==> config.mk <==
export PLATFORM = sky130hd
export DESIGN_NAME = adc_result_buffer_formatter
export DESIGN_NICKNAME = d
export VERILOG_FILES = /design/src/rtl/adc_result_pkg.sv /design/src/rtl/result_format_if.sv /design/src/rtl/adc_result_buffer_formatter.sv /design/src/rtl/result_formatter.sv
export SDC_FILE = /design/constraint.sdc
export NUM_CORES = 1
export LEC_CHECK = 0
export BUFFER_PORTS_ARGS = -buffer_cell sky130_fd_sc_hd__buf_2
export CAP_MARGIN = 40
export CORE_ASPECT_RATIO = 1.2
export CORE_MARGIN = 2
export CORE_UTILIZATION = 40
export CTS_BUF_LIST = sky130_fd_sc_hd__clkbuf_2 sky130_fd_sc_hd__clkbuf_4 sky130_fd_sc_hd__clkbuf_8
export CTS_CLUSTER_SIZE = 10
export DETAILED_ROUTE_END_ITERATION = 6
export HOLD_SLACK_MARGIN = 0.1
export PLACE_DENSITY = 0.61
export SYNTH_ARGS = -nofsm -noshare
export SYNTH_HDL_FRONTEND = slang
export SYNTH_SLANG_ARGS = --single-unit
==> constraint.sdc <==
create_clock -name REF_CLK -period 36.2 [get_ports REF_CLK]
set_clock_uncertainty 0.05 [all_clocks]
set_input_delay 1.81 -clock REF_CLK [delete_from_list [all_inputs] [get_ports REF_CLK]]
set_output_delay 1.81 -clock REF_CLK [all_outputs]
set_load 0.02 [all_outputs]
==> src/rtl/adc_result_pkg.sv <==
package adc_result_pkg;

	// Ceilings that the register layout can serve.
	localparam int MAX_CH = 32;
	localparam int MAX_CORES = 8;

	localparam int ADDR_W = 12;
	localparam int DATA_W = 32;
	localparam int RAW_W = 12;
	localparam int WORD_W = 16;
	localparam int FRAC_PAD_W = WORD_W - RAW_W;

	typedef logic [1:0] resolution_t;
	localparam resolution_t RES_6 = 2'h0;
	localparam resolution_t RES_8 = 2'h1;
	localparam resolution_t RES_10 = 2'h2;
	localparam resolution_t RES_12 = 2'h3;
	// Each resolution step below 12 bits drops this many result bits.
	localparam int RES_STEP_BITS = 2;

	// Register byte offsets.
	localparam logic [ADDR_W-1:0] CTRL_OFS = 12'h000;
	localparam logic [ADDR_W-1:0] MODE_LOW_OFS = 12'h004;
	localparam logic [ADDR_W-1:0] MODE_HIGH_OFS = 12'h008;
	localparam logic [ADDR_W-1:0] STATUS_LOW_OFS = 12'h00C;
	localparam logic [ADDR_W-1:0] STATUS_HIGH_OFS = 12'h010;
	localparam logic [ADDR_W-1:0] IRQ_STATUS_OFS = 12'h014;
	localparam logic [ADDR_W-1:0] IRQ_MASK_OFS = 12'h018;
	localparam logic [ADDR_W-1:0] CORE_CFG_BASE = 12'h040;
	localparam logic [ADDR_W-1:0] BUFFER_BASE = 12'h100;
	localparam int WORD_BYTES = 4;
	localparam int ALIGN_BITS = 2;

	// Field positions.
	localparam int CTRL_FRAC_BIT = 0;
	localparam int CTRL_SHARED_RES_LSB = 8;
	localparam int CORE_RES_LSB = 0;
	localparam int MODE_SIGNED_BIT = 0;
	localparam int MODE_DIFF_BIT = 1;
	localparam int MODE_BITS = 2;
	localparam int CH_PER_HALF = 16;

	// Reset values.
	localparam logic RESET_FRAC = 1'b0;
	localparam resolution_t RESET_RES = RES_12;

endpackage

==> src/rtl/result_format_if.sv <==
`timescale 1ns/1ns
`default_nettype none

interface result_format_if;
	logic [adc_result_pkg::RAW_W-1:0] raw;
	adc_result_pkg::resolution_t resolution;
	logic fractional;
	logic signed_fractional_select;
	logic differential;
	logic [adc_result_pkg::WORD_W-1:0] word;

	modport source(output raw, output resolution, output fractional, output signed_fractional_select,
		output differential, input word);
	modport formatter(input raw, input resolution, input fractional, input signed_fractional_select,
		input differential, output word);
endinterface

`default_nettype wire

==> src/rtl/adc_result_buffer_formatter.sv <==
// The APB slave port and the register offsets were chosen for this implementation.
`timescale 1ns/1ns
`default_nettype none

module adc_result_buffer_formatter #(
	parameter int NUM_CH = 16,
	parameter int NUM_CORES = 4,
	localparam int CORE_W = $clog2(NUM_CORES + 1)
) (
	input wire logic REF_CLK, // System clock, 50 MHz.
	input wire logic RST, // Asynchronous reset, active high.
	input wire logic PSEL, // APB select.
	input wire logic PENABLE, // APB access phase.
	input wire logic PWRITE, // APB direction, high for write.
	input wire logic [adc_result_pkg::ADDR_W-1:0] PADDR, // APB byte address.
	input wire logic [adc_result_pkg::DATA_W-1:0] PWDATA, // APB write data.
	input wire logic [3:0] PSTRB, // APB write byte strobes.
	output logic [adc_result_pkg::DATA_W-1:0] PRDATA, // APB read data.
	output logic PREADY, // APB transfer done.
	output logic PSLVERR, // APB error answer.
	output logic IRQ, // Unmasked result event pending.
	output logic [NUM_CH-1:0] CH_READY, // Per-channel interrupt request.
	input wire logic RESULT_VALID, // One-cycle strobe from a core.
	input wire logic [4:0] RESULT_CHANNEL, // Channel of the result.
	input wire logic [CORE_W-1:0] RESULT_CORE, // Core index; NUM_CORES is the shared core.
	input wire logic [adc_result_pkg::RAW_W-1:0] RESULT_DATA // Raw code, right-aligned.
);
	localparam int MAX_CH = adc_result_pkg::MAX_CH;
	localparam int DATA_W = adc_result_pkg::DATA_W;
	localparam int ADDR_W = adc_result_pkg::ADDR_W;
	localparam int WORD_W = adc_result_pkg::WORD_W;
	localparam int HALF = adc_result_pkg::CH_PER_HALF;
	localparam int AB = adc_result_pkg::ALIGN_BITS;
	localparam logic [ADDR_W-1:0] CORE_END =
		ADDR_W'(adc_result_pkg::CORE_CFG_BASE + adc_result_pkg::WORD_BYTES * NUM_CORES);
	localparam logic [ADDR_W-1:0] BUFFER_END =
		ADDR_W'(adc_result_pkg::BUFFER_BASE + adc_result_pkg::WORD_BYTES * NUM_CH);

	// Register map, one aligned 32-bit word per register, byte addresses.
	// The control word holds the global fractional select in bit 0.
	// The same control word holds the shared core's resolution code in bits 9 and 8.
	// The low mode word covers channels 0 to 15, two bits per channel.
	// The high mode word covers channels 16 to 31 in the same layout.
	// Within a pair, the lower bit selects signed output and the upper bit differential input.
	// The two status words hold the ready flags of the low and the high channel halves.
	// The status words are read-only; a write to them is answered but changes nothing.
	// The event word holds one sticky bit per channel and is cleared by writing ones.
	// The mask word has the same layout and selects which events reach the summary request.
	// Each dedicated core has its own configuration word holding its resolution code.
	// Configuration words exist only for the cores that this instance really has.
	// Each channel has one result buffer word; only its low sixteen bits carry data.
	// Reading a buffer word clears that channel's ready flag; writing it does nothing.
	// Any address outside these words, or not aligned to a word, answers with an error.
	// An erroring access has no effect and returns zero read data.
	//
	// Bus timing.
	// Every transfer takes exactly one access cycle; the slave never inserts wait states.
	// Read data is chosen from the setup cycle's address and shown in the access cycle.
	// Because of that, a result stored during the setup cycle is not in the returned word.
	// The read still clears its ready flag, so the next poll misses it; only a result stored in the access cycle keeps its flag.
	// Back-to-back transfers are fine; a new setup may follow an access at once.
	//
	// Result path timing.
	// A result is stored at the edge where its strobe is seen, together with its flags.
	// The stored word is readable by a setup cycle that starts in the following cycle.
	// The per-channel request outputs follow the ready flags one cycle later.
	// The summary request follows the masked event bits one cycle later as well.
	// Those extra flops keep every output straight from a register, at one cycle of latency.
	// Results for channels that this instance lacks are dropped without any trace.
	// A core index at or above the number of dedicated cores selects the shared core.
	//
	// Ready flag versus event bit.
	// The ready flag tracks whether the newest stored word has been read.
	// The event bit tracks whether software has acknowledged the arrival of any result.
	// They are kept apart so that polling software and interrupt software do not interfere.
	// In both, a set and a clear in the same cycle leave the bit set.
	// Losing the set would hide a fresh result, which is worse than one spurious wakeup.
	//
	// Formatting.
	// The raw code is first pushed to the top of a twelve-bit field by the resolution gap.
	// A signed differential code has its top bit inverted to turn offset binary signed.
	// A signed single-ended code is already taken as two's complement.
	// Fractional words keep the aligned field at the top with zeros below it.
	// Integer words shift the field back down, filling with zeros or with the sign.
	// Unused high bits of the raw code are dropped by the left alignment.
	//
	// Limitations.
	// There is no overrun indication; an unread word is simply replaced by a newer one.
	// Resolution changes apply to the next result only; stored words are not reformatted.
	// Mode and format changes likewise affect only results stored after the change.

	generate
		if (NUM_CH < 1 || NUM_CH > MAX_CH) begin : g_bad_ch
			$error("NUM_CH must lie between 1 and 32");
		end
		if (NUM_CORES < 1 || NUM_CORES > adc_result_pkg::MAX_CORES) begin : g_bad_cores
			$error("NUM_CORES must lie between 1 and 8");
		end
	endgenerate

	// Control state.
	logic fractional_select;
	adc_result_pkg::resolution_t shared_core_resolution;
	adc_result_pkg::resolution_t dedicated_core_resolution [NUM_CORES];
	logic [MAX_CH-1:0] channel_signed_select;
	logic [MAX_CH-1:0] channel_differential_select;
	logic [MAX_CH-1:0] irq_mask;

	// Block state.
	logic [WORD_W-1:0] channel_result_buffer [NUM_CH];
	logic [MAX_CH-1:0] channel_result_ready;
	logic [MAX_CH-1:0] irq_status;
	logic [DATA_W-1:0] next_prdata;
	logic next_pslverr;

	// Bus decode.
	wire setup = PSEL & ~PENABLE;
	wire access_done = PSEL & PENABLE & PREADY;
	wire wr_ok = access_done & PWRITE & ~PSLVERR;
	wire rd_ok = access_done & ~PWRITE & ~PSLVERR;
	wire aligned = PADDR[AB-1:0] == '0;
	wire hit_ctrl = PADDR == adc_result_pkg::CTRL_OFS;
	wire hit_mode_low = PADDR == adc_result_pkg::MODE_LOW_OFS;
	wire hit_mode_high = PADDR == adc_result_pkg::MODE_HIGH_OFS;
	wire hit_status_low = PADDR == adc_result_pkg::STATUS_LOW_OFS;
	wire hit_status_high = PADDR == adc_result_pkg::STATUS_HIGH_OFS;
	wire hit_irq_status = PADDR == adc_result_pkg::IRQ_STATUS_OFS;
	wire hit_irq_mask = PADDR == adc_result_pkg::IRQ_MASK_OFS;
	wire hit_core = aligned && PADDR >= adc_result_pkg::CORE_CFG_BASE && PADDR < CORE_END;
	wire hit_buffer = aligned && PADDR >= adc_result_pkg::BUFFER_BASE && PADDR < BUFFER_END;
	wire hit_any = hit_ctrl | hit_mode_low | hit_mode_high | hit_status_low | hit_status_high |
		hit_irq_status | hit_irq_mask | hit_core | hit_buffer;
	wire [ADDR_W-1:0] core_ofs = PADDR - adc_result_pkg::CORE_CFG_BASE;
	wire [ADDR_W-1:0] buffer_ofs = PADDR - adc_result_pkg::BUFFER_BASE;
	wire [ADDR_W-AB-1:0] core_index = core_ofs[ADDR_W-1:AB];
	wire [ADDR_W-AB-1:0] buffer_index = buffer_ofs[ADDR_W-1:AB];
	wire [DATA_W-1:0] byte_mask = {{8{PSTRB[3]}}, {8{PSTRB[2]}}, {8{PSTRB[1]}}, {8{PSTRB[0]}}};
	wire [DATA_W-1:0] clear_bits = PWDATA & byte_mask;

	// Result path: pick the converting core's resolution and the channel's sign options.
	wire result_in_range = RESULT_VALID && 32'(RESULT_CHANNEL) < NUM_CH;
	wire result_shared = 32'(RESULT_CORE) >= NUM_CORES;
	wire [$clog2(NUM_CORES)-1:0] core_pick = RESULT_CORE[$clog2(NUM_CORES)-1:0];
	wire [4:0] chan_pick = RESULT_CHANNEL;

	result_format_if fmt_bus();

	assign fmt_bus.raw = RESULT_DATA;
	assign fmt_bus.resolution = result_shared ? shared_core_resolution :
		dedicated_core_resolution[core_pick];
	assign fmt_bus.fractional = fractional_select;
	assign fmt_bus.signed_fractional_select = channel_signed_select[chan_pick];
	assign fmt_bus.differential = channel_differential_select[chan_pick];

	result_formatter u_formatter (
		.fmt(fmt_bus.formatter)
	);

	// Global control register.
	always_ff @(posedge REF_CLK or posedge RST) begin
		if (RST) begin
			fractional_select <= adc_result_pkg::RESET_FRAC;
			shared_core_resolution <= adc_result_pkg::RESET_RES;
		end else if (wr_ok && hit_ctrl) begin
			if (PSTRB[0]) begin
				fractional_select <= PWDATA[adc_result_pkg::CTRL_FRAC_BIT];
			end
			if (PSTRB[1]) begin
				shared_core_resolution <=
					PWDATA[adc_result_pkg::CTRL_SHARED_RES_LSB +: 2];
			end
		end
	end

	// Interrupt mask; the byte strobes keep unselected lanes.
	always_ff @(posedge REF_CLK or posedge RST) begin
		if (RST) begin
			irq_mask <= '0;
		end else if (wr_ok && hit_irq_mask) begin
			irq_mask <= (irq_mask & ~byte_mask) | (PWDATA & byte_mask);
		end
	end

	// Per-core resolution fields.
	genvar gc;
	generate
		for (gc = 0; gc < NUM_CORES; gc++) begin : g_core
			wire core_wr = wr_ok && hit_core && 32'(core_index) == gc && PSTRB[0];
			always_ff @(posedge REF_CLK or posedge RST) begin
				if (RST) begin
					dedicated_core_resolution[gc] <= adc_result_pkg::RESET_RES;
				end else if (core_wr) begin
					dedicated_core_resolution[gc] <=
						PWDATA[adc_result_pkg::CORE_RES_LSB +: 2];
				end
			end
		end
	endgenerate

	// Per-channel state: mode bits, ready flag, event flag and result buffer.
	genvar gi;
	generate
		for (gi = 0; gi < MAX_CH; gi++) begin : g_ch
			localparam int POS = (gi % HALF) * adc_result_pkg::MODE_BITS;
			localparam bit EXISTS = gi < NUM_CH;
			wire mode_hit = (gi < HALF) ? hit_mode_low : hit_mode_high;
			wire mode_wr = EXISTS && wr_ok && mode_hit && byte_mask[POS];
			wire store = EXISTS && result_in_range && 32'(RESULT_CHANNEL) == gi;
			wire taken = rd_ok && hit_buffer && 32'(buffer_index) == gi;
			wire ack = wr_ok && hit_irq_status && clear_bits[gi];

			always_ff @(posedge REF_CLK or posedge RST) begin
				if (RST) begin
					channel_signed_select[gi] <= 1'b0;
					channel_differential_select[gi] <= 1'b0;
				end else if (mode_wr) begin
					channel_signed_select[gi] <=
						PWDATA[POS + adc_result_pkg::MODE_SIGNED_BIT];
					channel_differential_select[gi] <=
						PWDATA[POS + adc_result_pkg::MODE_DIFF_BIT];
				end
			end

			// A store in the same cycle as the read wins, so the new word stays flagged.
			always_ff @(posedge REF_CLK or posedge RST) begin
				if (RST) begin
					channel_result_ready[gi] <= 1'b0;
				end else begin
					channel_result_ready[gi] <= store | (channel_result_ready[gi] & ~taken);
				end
			end

			always_ff @(posedge REF_CLK or posedge RST) begin
				if (RST) begin
					irq_status[gi] <= 1'b0;
				end else begin
					irq_status[gi] <= store | (irq_status[gi] & ~ack);
				end
			end

			if (EXISTS) begin : g_buf
				// Only the result path writes here; bus writes never reach it.
				always_ff @(posedge REF_CLK or posedge RST) begin
					if (RST) begin
						channel_result_buffer[gi] <= '0;
					end else if (store) begin
						channel_result_buffer[gi] <= fmt_bus.word;
					end
				end
			end
		end
	endgenerate

	// Read selection, taken in the setup cycle.
	wire [DATA_W-1:0] ctrl_word = DATA_W'({shared_core_resolution,
		{(adc_result_pkg::CTRL_SHARED_RES_LSB - 1){1'b0}}, fractional_select});
	logic [DATA_W-1:0] mode_word;
	logic [DATA_W-1:0] mode_word_high;
	always_comb begin
		mode_word = '0;
		mode_word_high = '0;
		for (int i = 0; i < HALF; i++) begin
			mode_word[i * adc_result_pkg::MODE_BITS + adc_result_pkg::MODE_SIGNED_BIT] =
				channel_signed_select[i];
			mode_word[i * adc_result_pkg::MODE_BITS + adc_result_pkg::MODE_DIFF_BIT] =
				channel_differential_select[i];
			mode_word_high[i * adc_result_pkg::MODE_BITS + adc_result_pkg::MODE_SIGNED_BIT] =
				channel_signed_select[i + HALF];
			mode_word_high[i * adc_result_pkg::MODE_BITS + adc_result_pkg::MODE_DIFF_BIT] =
				channel_differential_select[i + HALF];
		end
	end

	wire [DATA_W-1:0] status_low_word = DATA_W'(channel_result_ready[HALF-1:0]);
	wire [DATA_W-1:0] status_high_word = DATA_W'(channel_result_ready[MAX_CH-1:HALF]);
	wire [DATA_W-1:0] core_word = DATA_W'(dedicated_core_resolution[core_index[$clog2(NUM_CORES)-1:0]]);
	wire [DATA_W-1:0] buffer_word =
		DATA_W'(channel_result_buffer[buffer_index[$clog2(NUM_CH > 1 ? NUM_CH : 2)-1:0]]);

	always_comb begin
		next_prdata = '0;
		if (hit_ctrl) begin
			next_prdata = ctrl_word;
		end else if (hit_mode_low) begin
			next_prdata = mode_word;
		end else if (hit_mode_high) begin
			next_prdata = mode_word_high;
		end else if (hit_status_low) begin
			next_prdata = status_low_word;
		end else if (hit_status_high) begin
			next_prdata = status_high_word;
		end else if (hit_irq_status) begin
			next_prdata = irq_status;
		end else if (hit_irq_mask) begin
			next_prdata = irq_mask;
		end else if (hit_core) begin
			next_prdata = core_word;
		end else if (hit_buffer) begin
			next_prdata = buffer_word;
		end
	end

	// Writes to read-only words are accepted silently; only unmapped addresses fail.
	assign next_pslverr = ~hit_any;

	// Fixed one access cycle: the answer is prepared in setup and shown in access.
	always_ff @(posedge REF_CLK or posedge RST) begin
		if (RST) begin
			PREADY <= 1'b0;
			PSLVERR <= 1'b0;
			PRDATA <= '0;
		end else begin
			PREADY <= setup;
			PSLVERR <= setup & next_pslverr;
			PRDATA <= (setup && !PWRITE && !next_pslverr) ? next_prdata : '0;
		end
	end

	// Outputs come from flops; the level requests follow the flags one cycle late.
	always_ff @(posedge REF_CLK or posedge RST) begin
		if (RST) begin
			IRQ <= 1'b0;
			CH_READY <= '0;
		end else begin
			IRQ <= |(irq_status & irq_mask);
			CH_READY <= channel_result_ready[NUM_CH-1:0];
		end
	end

endmodule

`default_nettype wire

==> src/rtl/result_formatter.sv <==
`timescale 1ns/1ns
`default_nettype none

module result_formatter (
	result_format_if.formatter fmt // Raw result in, formatted word out.
);
	localparam int RAW_W = adc_result_pkg::RAW_W;
	localparam int PAD_W = adc_result_pkg::FRAC_PAD_W;

	logic [3:0] drop;
	logic [RAW_W-1:0] left;
	logic [RAW_W-1:0] aligned;
	logic [RAW_W-1:0] int_signed;
	logic [RAW_W-1:0] int_unsigned;
	logic [3:0] res_gap;

	// Bits above the core's width are pushed out by the left alignment.
	assign res_gap = 4'(adc_result_pkg::RES_12) - 4'(fmt.resolution);
	assign drop = 4'(res_gap * adc_result_pkg::RES_STEP_BITS);
	assign left = fmt.raw << drop;
	// A differential code is offset binary; flipping its top bit makes it two's complement.
	assign aligned = left ^ {fmt.signed_fractional_select & fmt.differential, {(RAW_W-1){1'b0}}};
	assign int_signed = RAW_W'($signed(aligned) >>> drop);
	assign int_unsigned = aligned >> drop;

	assign fmt.word = fmt.fractional ? {aligned, {PAD_W{1'b0}}} :
		fmt.signed_fractional_select ? {{PAD_W{int_signed[RAW_W-1]}}, int_signed} :
		{{PAD_W{1'b0}}, int_unsigned};

endmodule

`default_nettype wire

### Yosys cells after proc, flatten, opt, wreduce, memory -nomap -nowiden

Cells that the tools add are included.

| word-level totals | value |
|---|---|
| register bits after elaboration | 446 |
| input port bits | 74 |
| output and inout bits | 51 |

| operators by class | value |
|---|---|
| add/sub/neg operators | 3 |
| magnitude comparators | 10 |
| eq/ne operators | 55 |
| shifts and indexed selects | 3 |
| mux-type cells | 26 |
| bitwise operators | 190 |
| reduce and logical (&&, ||, !) cells | 114 |

Operators by type and width:

| kind | number |
|---|---|
| 32-bit 2-to-1 mux | 8 |
| 10-bit by 5-bit equality test with 1-bit output (second input constant) | 16 |
| 1-bit logical AND | 105 |
| 32-bit bitwise AND | 3 |
| 16-bit 2-to-1 mux | 6 |
| 10-bit by 4-bit equality test with 1-bit output (second input constant) | 8 |
| 1-bit bitwise AND | 73 |
| 1-bit inverter | 68 |
| 16-bit binary-select mux with 4-bit select | 1 |
| 10-bit by 2-bit equality test with 1-bit output (second input constant) | 4 |
| 10-bit by 3-bit equality test with 1-bit output (second input constant) | 4 |
| 5-bit by 4-bit equality test with 1-bit output (second input constant) | 8 |
| 1-bit bitwise OR | 40 |
| 12-bit by 5-bit equality test with 1-bit output (second input constant) | 3 |
| 32-bit inverter | 1 |
| 32-bit bitwise OR | 1 |
| 32-bit OR reduction | 1 |
| 12-bit by 4-bit equality test with 1-bit output (second input constant) | 2 |
| 10-bit by 1-bit equality test with 1-bit output (second input constant) | 2 |
| 5-bit by 3-bit equality test with 1-bit output (second input constant) | 4 |
| 10-bit logical NOT | 2 |
| 12-bit by 3-bit equality test with 1-bit output (second input constant) | 1 |
| 12-bit by 7-bit >= comparator with 1-bit output (second input constant) | 1 |
| 12-bit by 9-bit >= comparator with 1-bit output (second input constant) | 1 |
| other kinds (26) | 38 |

### Logic depth before layout (Yosys ltp)

Gate-level depths: netlist (run 1).

| logic depth | value |
|---|---|
| depth after elaboration | 15 |
| mapped depth | 10 |
| depth with buffers taken out | 7 |

### Modules after synthesis

A second synthesis (run 1) with hierarchy kept.

| second synthesis, totals | value |
|---|---|
| cell total of the unflattened synthesis | 1,477 |
| area, all modules | 20,692.3 um^2 |

By module, submodules not included:

| module | instances | cells an instance | area an instance (um^2) | sequential area each (um^2) |
|---|---|---|---|---|
| adc_result_buffer_formatter | 1 | 1,393 | 20,135.6 | 11,173.2 |
| result_formatter | 1 | 84 | 556.8 | 0.0 |

### Worst setup path before layout (run 1)

OpenSTA, ideal clock, no wires.

| timing path | value |
|---|---|
| kind | in2reg |
| start point | in PADDR[2] in the netlist's numbering |
| end point | reg PRDATA[11] in the netlist's numbering |
| setup time | 126 ps |
| arrival time | 4,058 ps |
| setup slack | 31,966 ps |
| cell stages on the path | 7 |
| path buffers | 2 |
| cells stage by stage | clkbuf_1 buf_1 mux4_2 mux4_2 a22oi_1 a21oi_1 a221o_1 |

| between the ends | value |
|---|---|
| longest elaborated chain between the ends | 15 |

RTL lines:

| element | line | text |
|---|---|---|
| start: declaration | adc_result_buffer_formatter.sv:15 | `input wire logic [adc_result_pkg::ADDR_W-1:0] PADDR,` |
| 12-bit by 9-bit subtractor with 12-bit output | adc_result_buffer_formatter.sv:134 | `wire [ADDR_W-1:0] buffer_ofs = PADDR - adc_result_pkg::BUFFER_BASE;` |
| 4-bit inverter with 5-bit output | adc_result_buffer_formatter.sv:278 | `DATA_W'(channel_result_buffer[buffer_index[$clog2(NUM_CH > 1 ? NUM_CH : 2)-1:0]]);` |
| 16-bit binary-select mux with 4-bit select | adc_result_buffer_formatter.sv:278 |  |
| 16-bit 2-to-1 mux (2 in series) | adc_result_buffer_formatter.sv:278 |  |
| 16-bit 2-to-1 mux | adc_result_buffer_formatter.sv:298 | `end else if (hit_buffer) begin` |
| 16-bit 2-to-1 mux | adc_result_buffer_formatter.sv:296 | `end else if (hit_core) begin` |
| 32-bit 2-to-1 mux | adc_result_buffer_formatter.sv:294 | `end else if (hit_irq_mask) begin` |
| 32-bit 2-to-1 mux | adc_result_buffer_formatter.sv:292 | `end else if (hit_irq_status) begin` |
| 32-bit 2-to-1 mux | adc_result_buffer_formatter.sv:290 | `end else if (hit_status_high) begin` |
| 32-bit 2-to-1 mux | adc_result_buffer_formatter.sv:288 | `end else if (hit_status_low) begin` |
| 32-bit 2-to-1 mux | adc_result_buffer_formatter.sv:286 | `end else if (hit_mode_high) begin` |
| 32-bit 2-to-1 mux | adc_result_buffer_formatter.sv:284 | `end else if (hit_mode_low) begin` |
| 32-bit 2-to-1 mux | adc_result_buffer_formatter.sv:282 | `if (hit_ctrl) begin` |
| 32-bit 2-to-1 mux (*) | adc_result_buffer_formatter.sv:315 | `PRDATA <= (setup && !PWRITE && !next_pslverr) ? next_prdata : '0;` |
| end signal: assignment | adc_result_buffer_formatter.sv:315 |  |
| end: declaration | adc_result_buffer_formatter.sv:18 | `output logic [adc_result_pkg::DATA_W-1:0] PRDATA,` |

Every way passes the cells marked *; elsewhere a longest branch is shown, timed or not. The select of a mux whose other input is x is not followed.
A chain may end at the register's enable or synchronous reset.

### Final worst setup path (run 1)

| timing path | value |
|---|---|
| start point | in PADDR[10] in the netlist's numbering |
| end point | reg PRDATA[10] in the netlist's numbering |

| between the ends | value |
|---|---|
| longest elaborated chain between the ends | 13 |

RTL lines:

| element | line | text |
|---|---|---|
| 12-bit by 9-bit >= comparator with 1-bit output | adc_result_buffer_formatter.sv:130 | `wire hit_buffer = aligned && PADDR >= adc_result_pkg::BUFFER_BASE && PADDR < BUFFER_END;` |
| 1-bit logical AND (2 in series) | adc_result_buffer_formatter.sv:130 |  |
| 16-bit 2-to-1 mux | adc_result_buffer_formatter.sv:298 |  |
| 16-bit 2-to-1 mux | adc_result_buffer_formatter.sv:296 |  |
| 32-bit 2-to-1 mux | adc_result_buffer_formatter.sv:294 |  |
| 32-bit 2-to-1 mux | adc_result_buffer_formatter.sv:292 |  |
| 32-bit 2-to-1 mux | adc_result_buffer_formatter.sv:290 |  |
| 32-bit 2-to-1 mux | adc_result_buffer_formatter.sv:288 |  |
| 32-bit 2-to-1 mux | adc_result_buffer_formatter.sv:286 |  |
| 32-bit 2-to-1 mux | adc_result_buffer_formatter.sv:284 |  |
| 32-bit 2-to-1 mux | adc_result_buffer_formatter.sv:282 |  |
| 32-bit 2-to-1 mux (*) | adc_result_buffer_formatter.sv:315 |  |

Every way passes the cells marked *; elsewhere a longest branch is shown, timed or not.

==> impl_metrics.py, run 1 <==
metrics = {
    "timing": {
        "worst_slew_pin_slew_ns": 0.885,
        "setup_ws_ns": 31.46,
        "post-route-period-util_pct": 13.1,
        "finalSetupTns_ns": 0,
        "relSlewSlack_pct": 41.0,
        "final_hold_viol_count": 0,
        "slew_violations": 0,
        "fmax_mhz": 211,
        "rsz0062_at_grt": "false",
        "hold_slack_ns": 0.324,
        "setup_violations": 0,
        "min_period_ns": 4.74,
    },
    "floorplanning": {
        "ioPinCount": 125,
        "die_w_um": 206,
        "chipHeight_um": 247,
        "die_area_um2": 50900,
        "start_util_pct": 40.6,
        "coreArea_um2": 48300,
        "rows": 88,
    },
    "grt": {
        "grt_pass1_wl_mm": 87.6,
        "antenna_found_initial": 1,
        "grt_pass1_vias": 14500,
        "track_usage_pct": 23.2,
        "grt-ovfl-total": 0,
        "grt_max_degree": 94,
    },
    "logic_synthesis": {
        "syn_avg_cell_area_um2": 11.8,
        "synthAdderAreaFrac_pct": 0,
        "syn_nets": 1745,
        "synth-xor-area-share_pct": 0,
        "synth-compound-area-share_pct": 14.7,
        "ys_seq_area_share_pct": 56.9,
        "synthMuxAreaShare_pct": 16.3,
        "synthCells": 1671,
        "ys_warn_count": 0,
        "syn_area_um2": 19600,
        "ys_ff_latch": 446,
        "synth-edff-count": 0,
        "ys_async_sr_fraction_pct": 100,
        "yosys-top-cells-area": "dfrtp_1, mux4_2, o21ai_0, nand2_1, mux2_2",
        "yosysTopAreaCell": "dfrtp_1",
        "synth_flop_cell": "dfrtp_1",
        "synth_top_area_share_pct": 55.5,
        "yosys.area_share.simple_pct": 9.18,
        "synth_top_family_by_area": "multiplexers",
        "ys_types": 69,
    },
    "place": {
        "place_congestion": 0.952,
        "hpwl_mm": 38.2,
        "place_area_um2": 21000,
        "dp.cells": 2338,
        "portBuffers": 124,
        "pre_cts_ws_ns": 30.92,
    },
    "finish": {
        "synthToLayoutAreaGrowth_pct": 14.6,
        "num-nets-final": 1858,
        "layout.cells.non_filler": 2468,
        "post-route-util_pct": 46.6,
        "mostFrequentLayoutCells": "dfrtp_1, nand2_1, o21ai_0",
        "post-route-cell-area_um2": 22500,
        "layout-drive-gt1-share_pct": 28.7,
        "layout_commonest_cell": "dfrtp_1",
    },
    "worst_setup_path": {
        "cp.arrival_ns": 5.20,
        "cp-start-kind": "input port",
        "path_max_fanout": 17,
        "cp-end-kind": "register",
        "cp.required_ns": 36.66,
        "crit_type": "input port to register",
    },
    "routing": {
        "firstDrtPassIters": 7,
        "ant_nets": 0,
        "via_per_inst": 5.69,
        "drc": 15,
        "post_drt_wl_per_cell_um": 23.3,
        "drtIter0Drc": 1182,
        "drt-total-wl_mm": 57.4,
        "vias": 14000,
    },
    "status": {
        "violations": "DRC",
        "status": "complete, but fails checks",
    },
    "pwr": {
        "cellLeakagePower_nw": 10.1,
        "irDropWorstVdd_v": 0.0000212,
        "finalPower_mw": 1.13,
        "power_density_nw_per_um2": 50.3,
    },
    "cts": {
        "insertion_delay_ns": 0.66,
        "hold_buffers": 0,
        "post_cts_resized": 0,
        "path_clk_slew_ns": 0.06,
        "cts_buffers": 74,
        "cts_sinks": 446,
        "htree_levels": 3,
        "clockBufferDepth": 3,
        "cts_tree": "done",
        "cts_root_buf": "clkbuf_8",
        "cts_setup_buffers": 0,
    },
    "min_path": {
        "min_path_type": "register to register",
    },
    "job": {
        "cap_violations": 0,
    },
}
[flip-flops by register name, indices dropped and copies added (netlist names), named ones only]
| name | flops |
|---|---|
| IRQ | 1 |
| PREADY | 1 |
| fmt_bus.fractional | 1 |
| PRDATA | 32 |
| PSLVERR | 1 |
| channel_result_ready | 32 |
| channel_result_buffer | 256 |
| CH_READY | 16 |
| irq_status | 32 |
| channel_signed_select | 16 |
| channel_differential_select | 16 |
| shared_core_resolution | 2 |
| dedicated_core_resolution | 8 |
[worst max-delay path, stage by stage]
cell and delay, ns:
buf_2 0.09, nor4_1 0.59, nand4_1 0.52, nand2b_1 0.52, o21bai_2 0.80, nor2_1 0.24, buf_4 0.25, a221o_1 0.36
[power breakdown]
| group | internal [mW] | leakage, nW | switching (mW) |
|---|---|---|---|
| Clock | 0.263 | 0.826 | 0.206 |
| Sequential | 0.537 | 5.95 | 0.0248 |
| Combinational | 0.0430 | 3.32 | 0.0587 |
[cell type report]
type,count,area (um2)
clock inverter,12,110
sequential,446,11200
antenna,1,2.50
tap,630,788
inverter,7,33.8
fill,4389,25800
multi-input combinational,1082,7910
timing repair buffer,173,1040
clock buffer,117,1450
[final timing paths]
path | from | endpoint | slack (ns) | cells after the start
setup / recovery | PADDR[10] | PRDATA[10]$_DFF_PP0_ | 31.46 | 8
hold / removal | channel_result_ready[24]$_DFF_PP0_ | channel_result_ready[24]$_DFF_PP0_ | 0.32 | 0
setup reg to reg | channel_signed_select[4]$_DFFE_PP0P_ | channel_result_buffer[249]$_DFFE_PP0P_ | 32.95 | 8
hold reg to reg | channel_result_ready[24]$_DFF_PP0_ | channel_result_ready[24]$_DFF_PP0_ | 0.32 | 0
max in group asynchronous | RST | channel_result_buffer[78]$_DFFE_PP0P_ | 32.91 | 5
min in group asynchronous | RST | PRDATA[22]$_DFF_PP0_ | 1.21 | 2
[synth_stat cells, drive strengths merged, types with 16 or more instances]
cell type / number
buf: 24
dfrtp: 436
a21boi: 17
mux2: 91
a21oi: 34
clkbuf: 112
o21ai: 254
o31ai: 19
nor2: 53
a222oi: 18
mux4: 91
a22o: 16
a22oi: 27
nand2: 327
nand3: 20
[kinds of logic after synthesis]
group,Yosys count
muxes,195
DFF,446
AOI/OAI and AO/OA,445
and+or+nand+nor,442
buffers and inverters,143
[layer usage]
layer | global-route usage, % | part of all wire (%)
met3 | 4.49 | 6.7
met1 | 28.2 | 38
met4 | 13.2 | 5.4
met5 | 0 | 0
met2 | 38.7 | 50
(Power assumes the default switching activity.)
==> run 2, diff against run 1 <==
==> constraint.sdc (replaced) <==
create_clock -name REF_CLK -period 4.6 [get_ports REF_CLK]
set_clock_uncertainty 0.05 [all_clocks]
set_input_delay 0.23 -clock REF_CLK [delete_from_list [all_inputs] [get_ports REF_CLK]]
set_output_delay 0.23 -clock REF_CLK [all_outputs]
set_load 0.02 [all_outputs]
==> run 2 against run 1 <==
Net effect: the run now ends clean; power increased to 8.0 times the previous value; setup slack got worse by 30 ns; global-route usage increased by 0.50 points; clock power increased to 8.1 times the previous value; sequential cell count unchanged; non-clock buffer count increased by 65; combinational power increased to 8.2 times the previous value; hold slack got worse by 0.18 ns; via count increased by 2.3%; final area increased by 3.2%; critical path type is now register to register.
==> impl_metrics.py, run 2 (same netlist as run 1, synthesis figures left out) <==
metrics = {
    "timing": {
        "hold_slack_ns": 0.141,
        "finalSetupTns_ns": 0,
        "final_hold_viol_count": 0,
        "worst_slew_pin_slew_ns": 0.918,
        "fmax_mhz": 301,
        "relSlewSlack_pct": 38.7,
        "post-route-period-util_pct": 72.1,
        "setup_violations": 0,
        "rsz0062_at_grt": "false",
        "slew_violations": 0,
        "min_period_ns": 3.32,
    },
    "grt": {
        "grt-busiest-layer": "met2",
        "use_met1_pct": 30.3,
        "grt_max_degree": 150,
        "grt_pass1_wl_mm": 89.7,
        "antenna_found_initial": 2,
        "track_usage_pct": 23.7,
        "grt-ovfl-total": 0,
        "grt_pass1_vias": 14500,
        "grtUsageMet2_pct": 39.2,
        "use_met3_pct": 4.30,
    },
    "routing": {
        "vias": 14400,
        "via_per_inst": 5.66,
        "drtIter0Drc": 1343,
        "drc": 0,
        "firstDrtPassIters": 6,
        "ant_nets": 0,
        "post_drt_wl_per_cell_um": 23.2,
        "drt-total-wl_mm": 58.9,
    },
    "pwr": {
        "cellLeakagePower_nw": 10.5,
        "irDropWorstVdd_v": 0.000208,
        "finalPower_mw": 9.05,
        "power_frac_seq_pct": 48.8,
        "switchingPower_mw": 2.31,
        "power_frac_comb_pct": 9.2,
        "p_int_mw": 6.74,
        "power_density_nw_per_um2": 390,
        "clkPwrFrac_pct": 42.0,
        "switching_share_pct": 25.5,
    },
    "finish": {
        "layout_commonest_cell": "dfrtp_1",
        "fillerInstances": 4335,
        "synthToLayoutAreaGrowth_pct": 18.3,
        "largest_register_ffs": 256,
        "mostFrequentLayoutCells": "dfrtp_1, nand2_1, o21ai_0",
        "post-route-cell-area_um2": 23200,
        "num-nets-final": 1924,
        "layout-drive-gt1-share_pct": 28.2,
        "top_register": "channel_result_buffer",
    },
    "floorplanning": {
        "die_area_um2": 50900,
        "rows": 88,
        "coreArea_um2": 48300,
        "chipHeight_um": 247,
        "ioPinCount": 125,
        "die_w_um": 206,
        "start_util_pct": 40.6,
    },
    "worst_setup_path": {
        "cp-start-kind": "register",
        "cp.required_ns": 5.02,
        "r2r_slack_ns": 1.28,
        "path_max_fanout": 17,
        "cp.arrival_ns": 3.74,
        "crit_type": "register to register",
        "cp-end-kind": "register",
    },
    "cts": {
        "cts_buffers": 75,
        "cts_tree": "done",
        "cts_setup_buffers": 0,
        "path_clk_slew_ns": 0.06,
        "insertion_delay_ns": 0.67,
        "htree_levels": 3,
        "post_cts_resized": 0,
        "cts_root_buf": "clkbuf_8",
        "clockBufferDepth": 3,
        "hold_buffers": 60,
        "cts_sinks": 446,
    },
    "place": {
        "portBuffers": 124,
        "hpwl_mm": 38.7,
        "place_area_um2": 21000,
        "place_congestion": 0.889,
    },
    "job": {
        "cap_violations": 0,
    },
    "min_path": {
        "min_path_type": "input port to register",
    },
    "status": {
        "status": "completed",
    },
}
-- run 2: cell count changes in the layout (fill, tap and decap cells not counted), moves of 2 or more --
cell / change
nand2_2: +2
buf_4: +5
dlygate4sd3_1: +60
buf_12: +4
nand2_1: -2
buf_6: -2
clkbuf_8: +7
clkinv_2: +5
buf_16: -2
clkbuf_4: -6
-- run 2: metrics by stage --
stage               util (%)  worst slack, ns  std cells
finish                  48.1             1.28       2539
global route            48.1             1.17       2539
CTS                     48.1             1.32       2538
detailed placement      43.4             1.29       2343
global placement        43.3             1.26       2337
floorplan                  -            -1.70       1671
-- run 2: critical path, cell delays in order (launching register included) --
cell      delay, ns
dfstp_2        0.37
mux2i_1        0.39
o221ai_2       0.16
buf_4          0.24
a221oi_2       0.60
or4_4          0.29
a21oi_2        0.09
a31oi_2        0.69
o21ai_0        0.22
-- run 2: area by class of cell --
cell class              count  area [um2]  area share [%]
clock inverters            17         141           0.608
clock buffers             118        1510            6.48
well taps                 630         788            3.39
multi-input cells        1082        7910            34.1
flip-flops and latches    446       11200            48.1
diodes                      1        2.50          0.0108
repair buffers            238        1680            7.24
inverters                   7        30.0           0.129
-- run 2: final timing paths --
path / startpoint / end / depth (start not counted)
worst max-delay path: dedicated_core_resolution[0]$_DFFE_PP1P_ / channel_result_buffer[157]$_DFFE_PP0P_ / 8
worst min-delay path: RESULT_DATA[10] / channel_result_buffer[234]$_DFFE_PP0P_ / 4
worst max register to register: dedicated_core_resolution[0]$_DFFE_PP1P_ / channel_result_buffer[157]$_DFFE_PP0P_ / 8
worst min register to register: channel_result_ready[23]$_DFF_PP0_ / channel_result_ready[23]$_DFF_PP0_ / 0
max in group asynchronous: RST / channel_result_buffer[132]$_DFFE_PP0P_ / 4
min in group asynchronous: RST / channel_signed_select[0]$_DFFE_PP0P_ / 3
-- run 2: power by group through the flow --
stage	Combinational (mW)	Sequential [mW]	Clock [mW]
3_3_place_gp	0.789	4.47	0
3_5_place_dp	0.811	4.49	0
4_1_cts	0.842	4.42	3.86
2_1_floorplan	0.514	4.45	0
6_report	0.832	4.42	3.80
5_1_grt	0.926	4.45	4.06
-- run 2: per-layer routing --
layer / part of all wire, % / vias up
li1: - / 6414
met1: 41 / 7205
met2: 49 / 602
met3: 6.3 / 154
met4: 4.5 / 0
met5: 0 / -
==> run 3, diff against run 2 <==
--- a/config.mk
+++ b/config.mk
@@ -14,7 +14,7 @@
 export CTS_CLUSTER_SIZE = 10
 export DETAILED_ROUTE_END_ITERATION = 6
 export HOLD_SLACK_MARGIN = 0.1
-export PLACE_DENSITY = 0.61
+export PLACE_DENSITY = 0.64
 export SYNTH_ARGS = -nofsm -noshare
 export SYNTH_HDL_FRONTEND = slang
 export SYNTH_SLANG_ARGS = --single-unit
==> constraint.sdc (replaced) <==
create_clock -name REF_CLK -period 2.67 [get_ports REF_CLK]
set_clock_uncertainty 0.05 [all_clocks]
set_input_delay 0.1335 -clock REF_CLK [delete_from_list [all_inputs] [get_ports REF_CLK]]
set_output_delay 0.1335 -clock REF_CLK [all_outputs]
set_load 0.02 [all_outputs]
==> run 3 against run 2 <==
Net effect: the flow now finishes with violations (setup timing); final cell count is 4.7% higher; first-iteration DRC count grew 16%; hold slack worse by 0.0022 ns; combinational power grew 91%; critical path depth rose by 1; sequential share of layout area decreased by 2.6 points; register-to-register slack worse by 1.4 ns; via count is 4.6% higher; largest cell class unchanged.
==> impl_metrics.py, run 3 (same netlist as run 1, synthesis figures left out) <==
metrics = {
    "status": {
        "status": "complete, but fails checks",
        "violations": "setup timing",
    },
    "timing": {
        "slew_violations": 0,
        "rsz0062_at_grt": "true",
        "min_period_ns": 2.82,
        "relSlewSlack_pct": 61.3,
        "setup_ws_ns": -0.152,
        "final_hold_viol_count": 0,
        "worst_slew_pin_slew_ns": 0.580,
        "finalSetupTns_ns": -7.16,
        "post-route-period-util_pct": 106,
        "setup_violations": 112,
        "fmax_mhz": 354,
        "hold_slack_ns": 0.139,
    },
    "routing": {
        "drtIter0Drc": 1554,
        "drc": 0,
        "firstDrtPassIters": 7,
        "via_per_inst": 5.66,
        "vias": 15000,
        "ant_nets": 0,
        "drt-total-wl_mm": 60.3,
        "post_drt_wl_per_cell_um": 22.7,
    },
    "cts": {
        "cts_tree": "done",
        "cts_buffers": 72,
        "clockBufferDepth": 3,
        "cts_root_buf": "clkbuf_8",
        "path_clk_slew_ns": 0.07,
        "htree_levels": 3,
        "cts_sinks": 446,
        "insertion_delay_ns": 0.65,
    },
    "finish": {
        "top_register": "channel_result_buffer",
        "layout-drive-gt1-share_pct": 32.9,
        "layout_commonest_cell": "dfrtp_1",
        "post-route-util_pct": 50.8,
        "synthToLayoutAreaGrowth_pct": 25.0,
        "post-route-cell-area_um2": 24600,
        "mostFrequentLayoutCells": "dfrtp_1, nand2_1, o21ai_0",
        "largest_register_ffs": 256,
        "layout.cells.non_filler": 2658,
        "num-nets-final": 2048,
    },
    "floorplanning": {
        "chipHeight_um": 247,
        "ioPinCount": 125,
        "die_area_um2": 50900,
        "die_w_um": 206,
        "start_util_pct": 40.6,
        "coreArea_um2": 48300,
        "rows": 88,
    },
    "worst_setup_path": {
        "cp.required_ns": 3.16,
        "path_max_fanout": 8,
        "cp-end-kind": "register",
        "crit_type": "register to register",
        "cp.arrival_ns": 3.32,
        "cp-start-kind": "register",
    },
    "pwr": {
        "irDropWorstVdd_v": 0.000320,
        "finalPower_mw": 15.5,
        "cellLeakagePower_nw": 11.2,
        "power_density_nw_per_um2": 633,
    },
    "grt": {
        "grt_pass1_vias": 15400,
        "antenna_found_initial": 2,
        "grt_max_degree": 101,
        "grt_pass1_wl_mm": 92.1,
        "track_usage_pct": 24.2,
        "grt-ovfl-total": 0,
    },
    "place": {
        "portBuffers": 124,
        "place_area_um2": 22000,
        "hpwl_mm": 41.1,
        "pre_cts_ws_ns": -0.280,
        "dp.cells": 2455,
        "place_congestion": 0.895,
    },
    "min_path": {
        "min_path_type": "input port to register",
    },
    "job": {
        "cap_violations": 0,
    },
}
-- run 3: report_power, final --
part | leakage [nW] | internal (mW) | switching (mW) | total, mW
Clock | 0.822 | 3.58 | 2.76 | 6.34
Combinational | 4.39 | 0.734 | 0.852 | 1.59
Sequential | 5.95 | 7.28 | 0.331 | 7.61
Total | 11.2 | 11.6 | 3.94 | 15.5
-- run 3: path summary, 6_finish.rpt --
kind	from	cells past startpoint	slack [ns]	end
max	channel_differential_select[11]$_DFFE_PP0P_	9	-0.15	channel_result_buffer[25]$_DFFE_PP0P_
min	PSEL	5	0.14	PRDATA[0]$_DFF_PP0_
max reg2reg	channel_differential_select[11]$_DFFE_PP0P_	9	-0.15	channel_result_buffer[25]$_DFFE_PP0P_
min reg2reg	channel_result_ready[20]$_DFF_PP0_	0	0.33	channel_result_ready[20]$_DFF_PP0_
max in group asynchronous	RST	5	1.01	channel_result_buffer[201]$_DFFE_PP0P_
min in group asynchronous	RST	4	0.64	channel_result_buffer[182]$_DFFE_PP0P_
-- run 3: what timing repair did --
action | in CTS | in global routing
pin swaps | 6 | 2
gates resized for setup | 28 | 66
hold buffers | 69 | 0
gates cloned | 0 | 1
setup endpoints to repair | 134 | 183
buffers inserted | 2 | 3
hold endpoints to repair | 624 | 0
-- run 3: per-layer routing --
| layer | vias to the layer above | GRT usage (%) | part of all wire (%) | wire (um) |
|---|---|---|---|---|
| met5 | - | 0 | 0 | 0 |
| met1 | 7569 | 30.0 | 39 | 23400 |
| li1 | 6678 | - | - | - |
| met3 | 157 | 3.78 | 6.5 | 3910 |
| met2 | 632 | 41.0 | 50 | 30100 |
| met4 | 0 | 12.3 | 4.7 | 2850 |
-- run 3: layout make-up --
type	instances	area (um2)
Fill cell	4190	23800
Sequential cell	446	11200
Multi-Input combinational cell	1082	8070
Timing Repair Buffer	365	2940
Clock buffer	111	1420
Tap cell	630	788
Clock inverter	15	133
Inverter	7	30.0
Antenna cell	2	5.00
-- run 3: critical path, stage by stage (launching register included) --
cell and delay, ns:
dfrtp_1 0.39, mux4_2 0.51, a22oi_2 0.17, nand3_2 0.14, or4_4 0.56, buf_6 0.15
a21oi_4 0.21, a211oi_4 0.09, clkbuf_16 0.19, o31ai_2 0.23
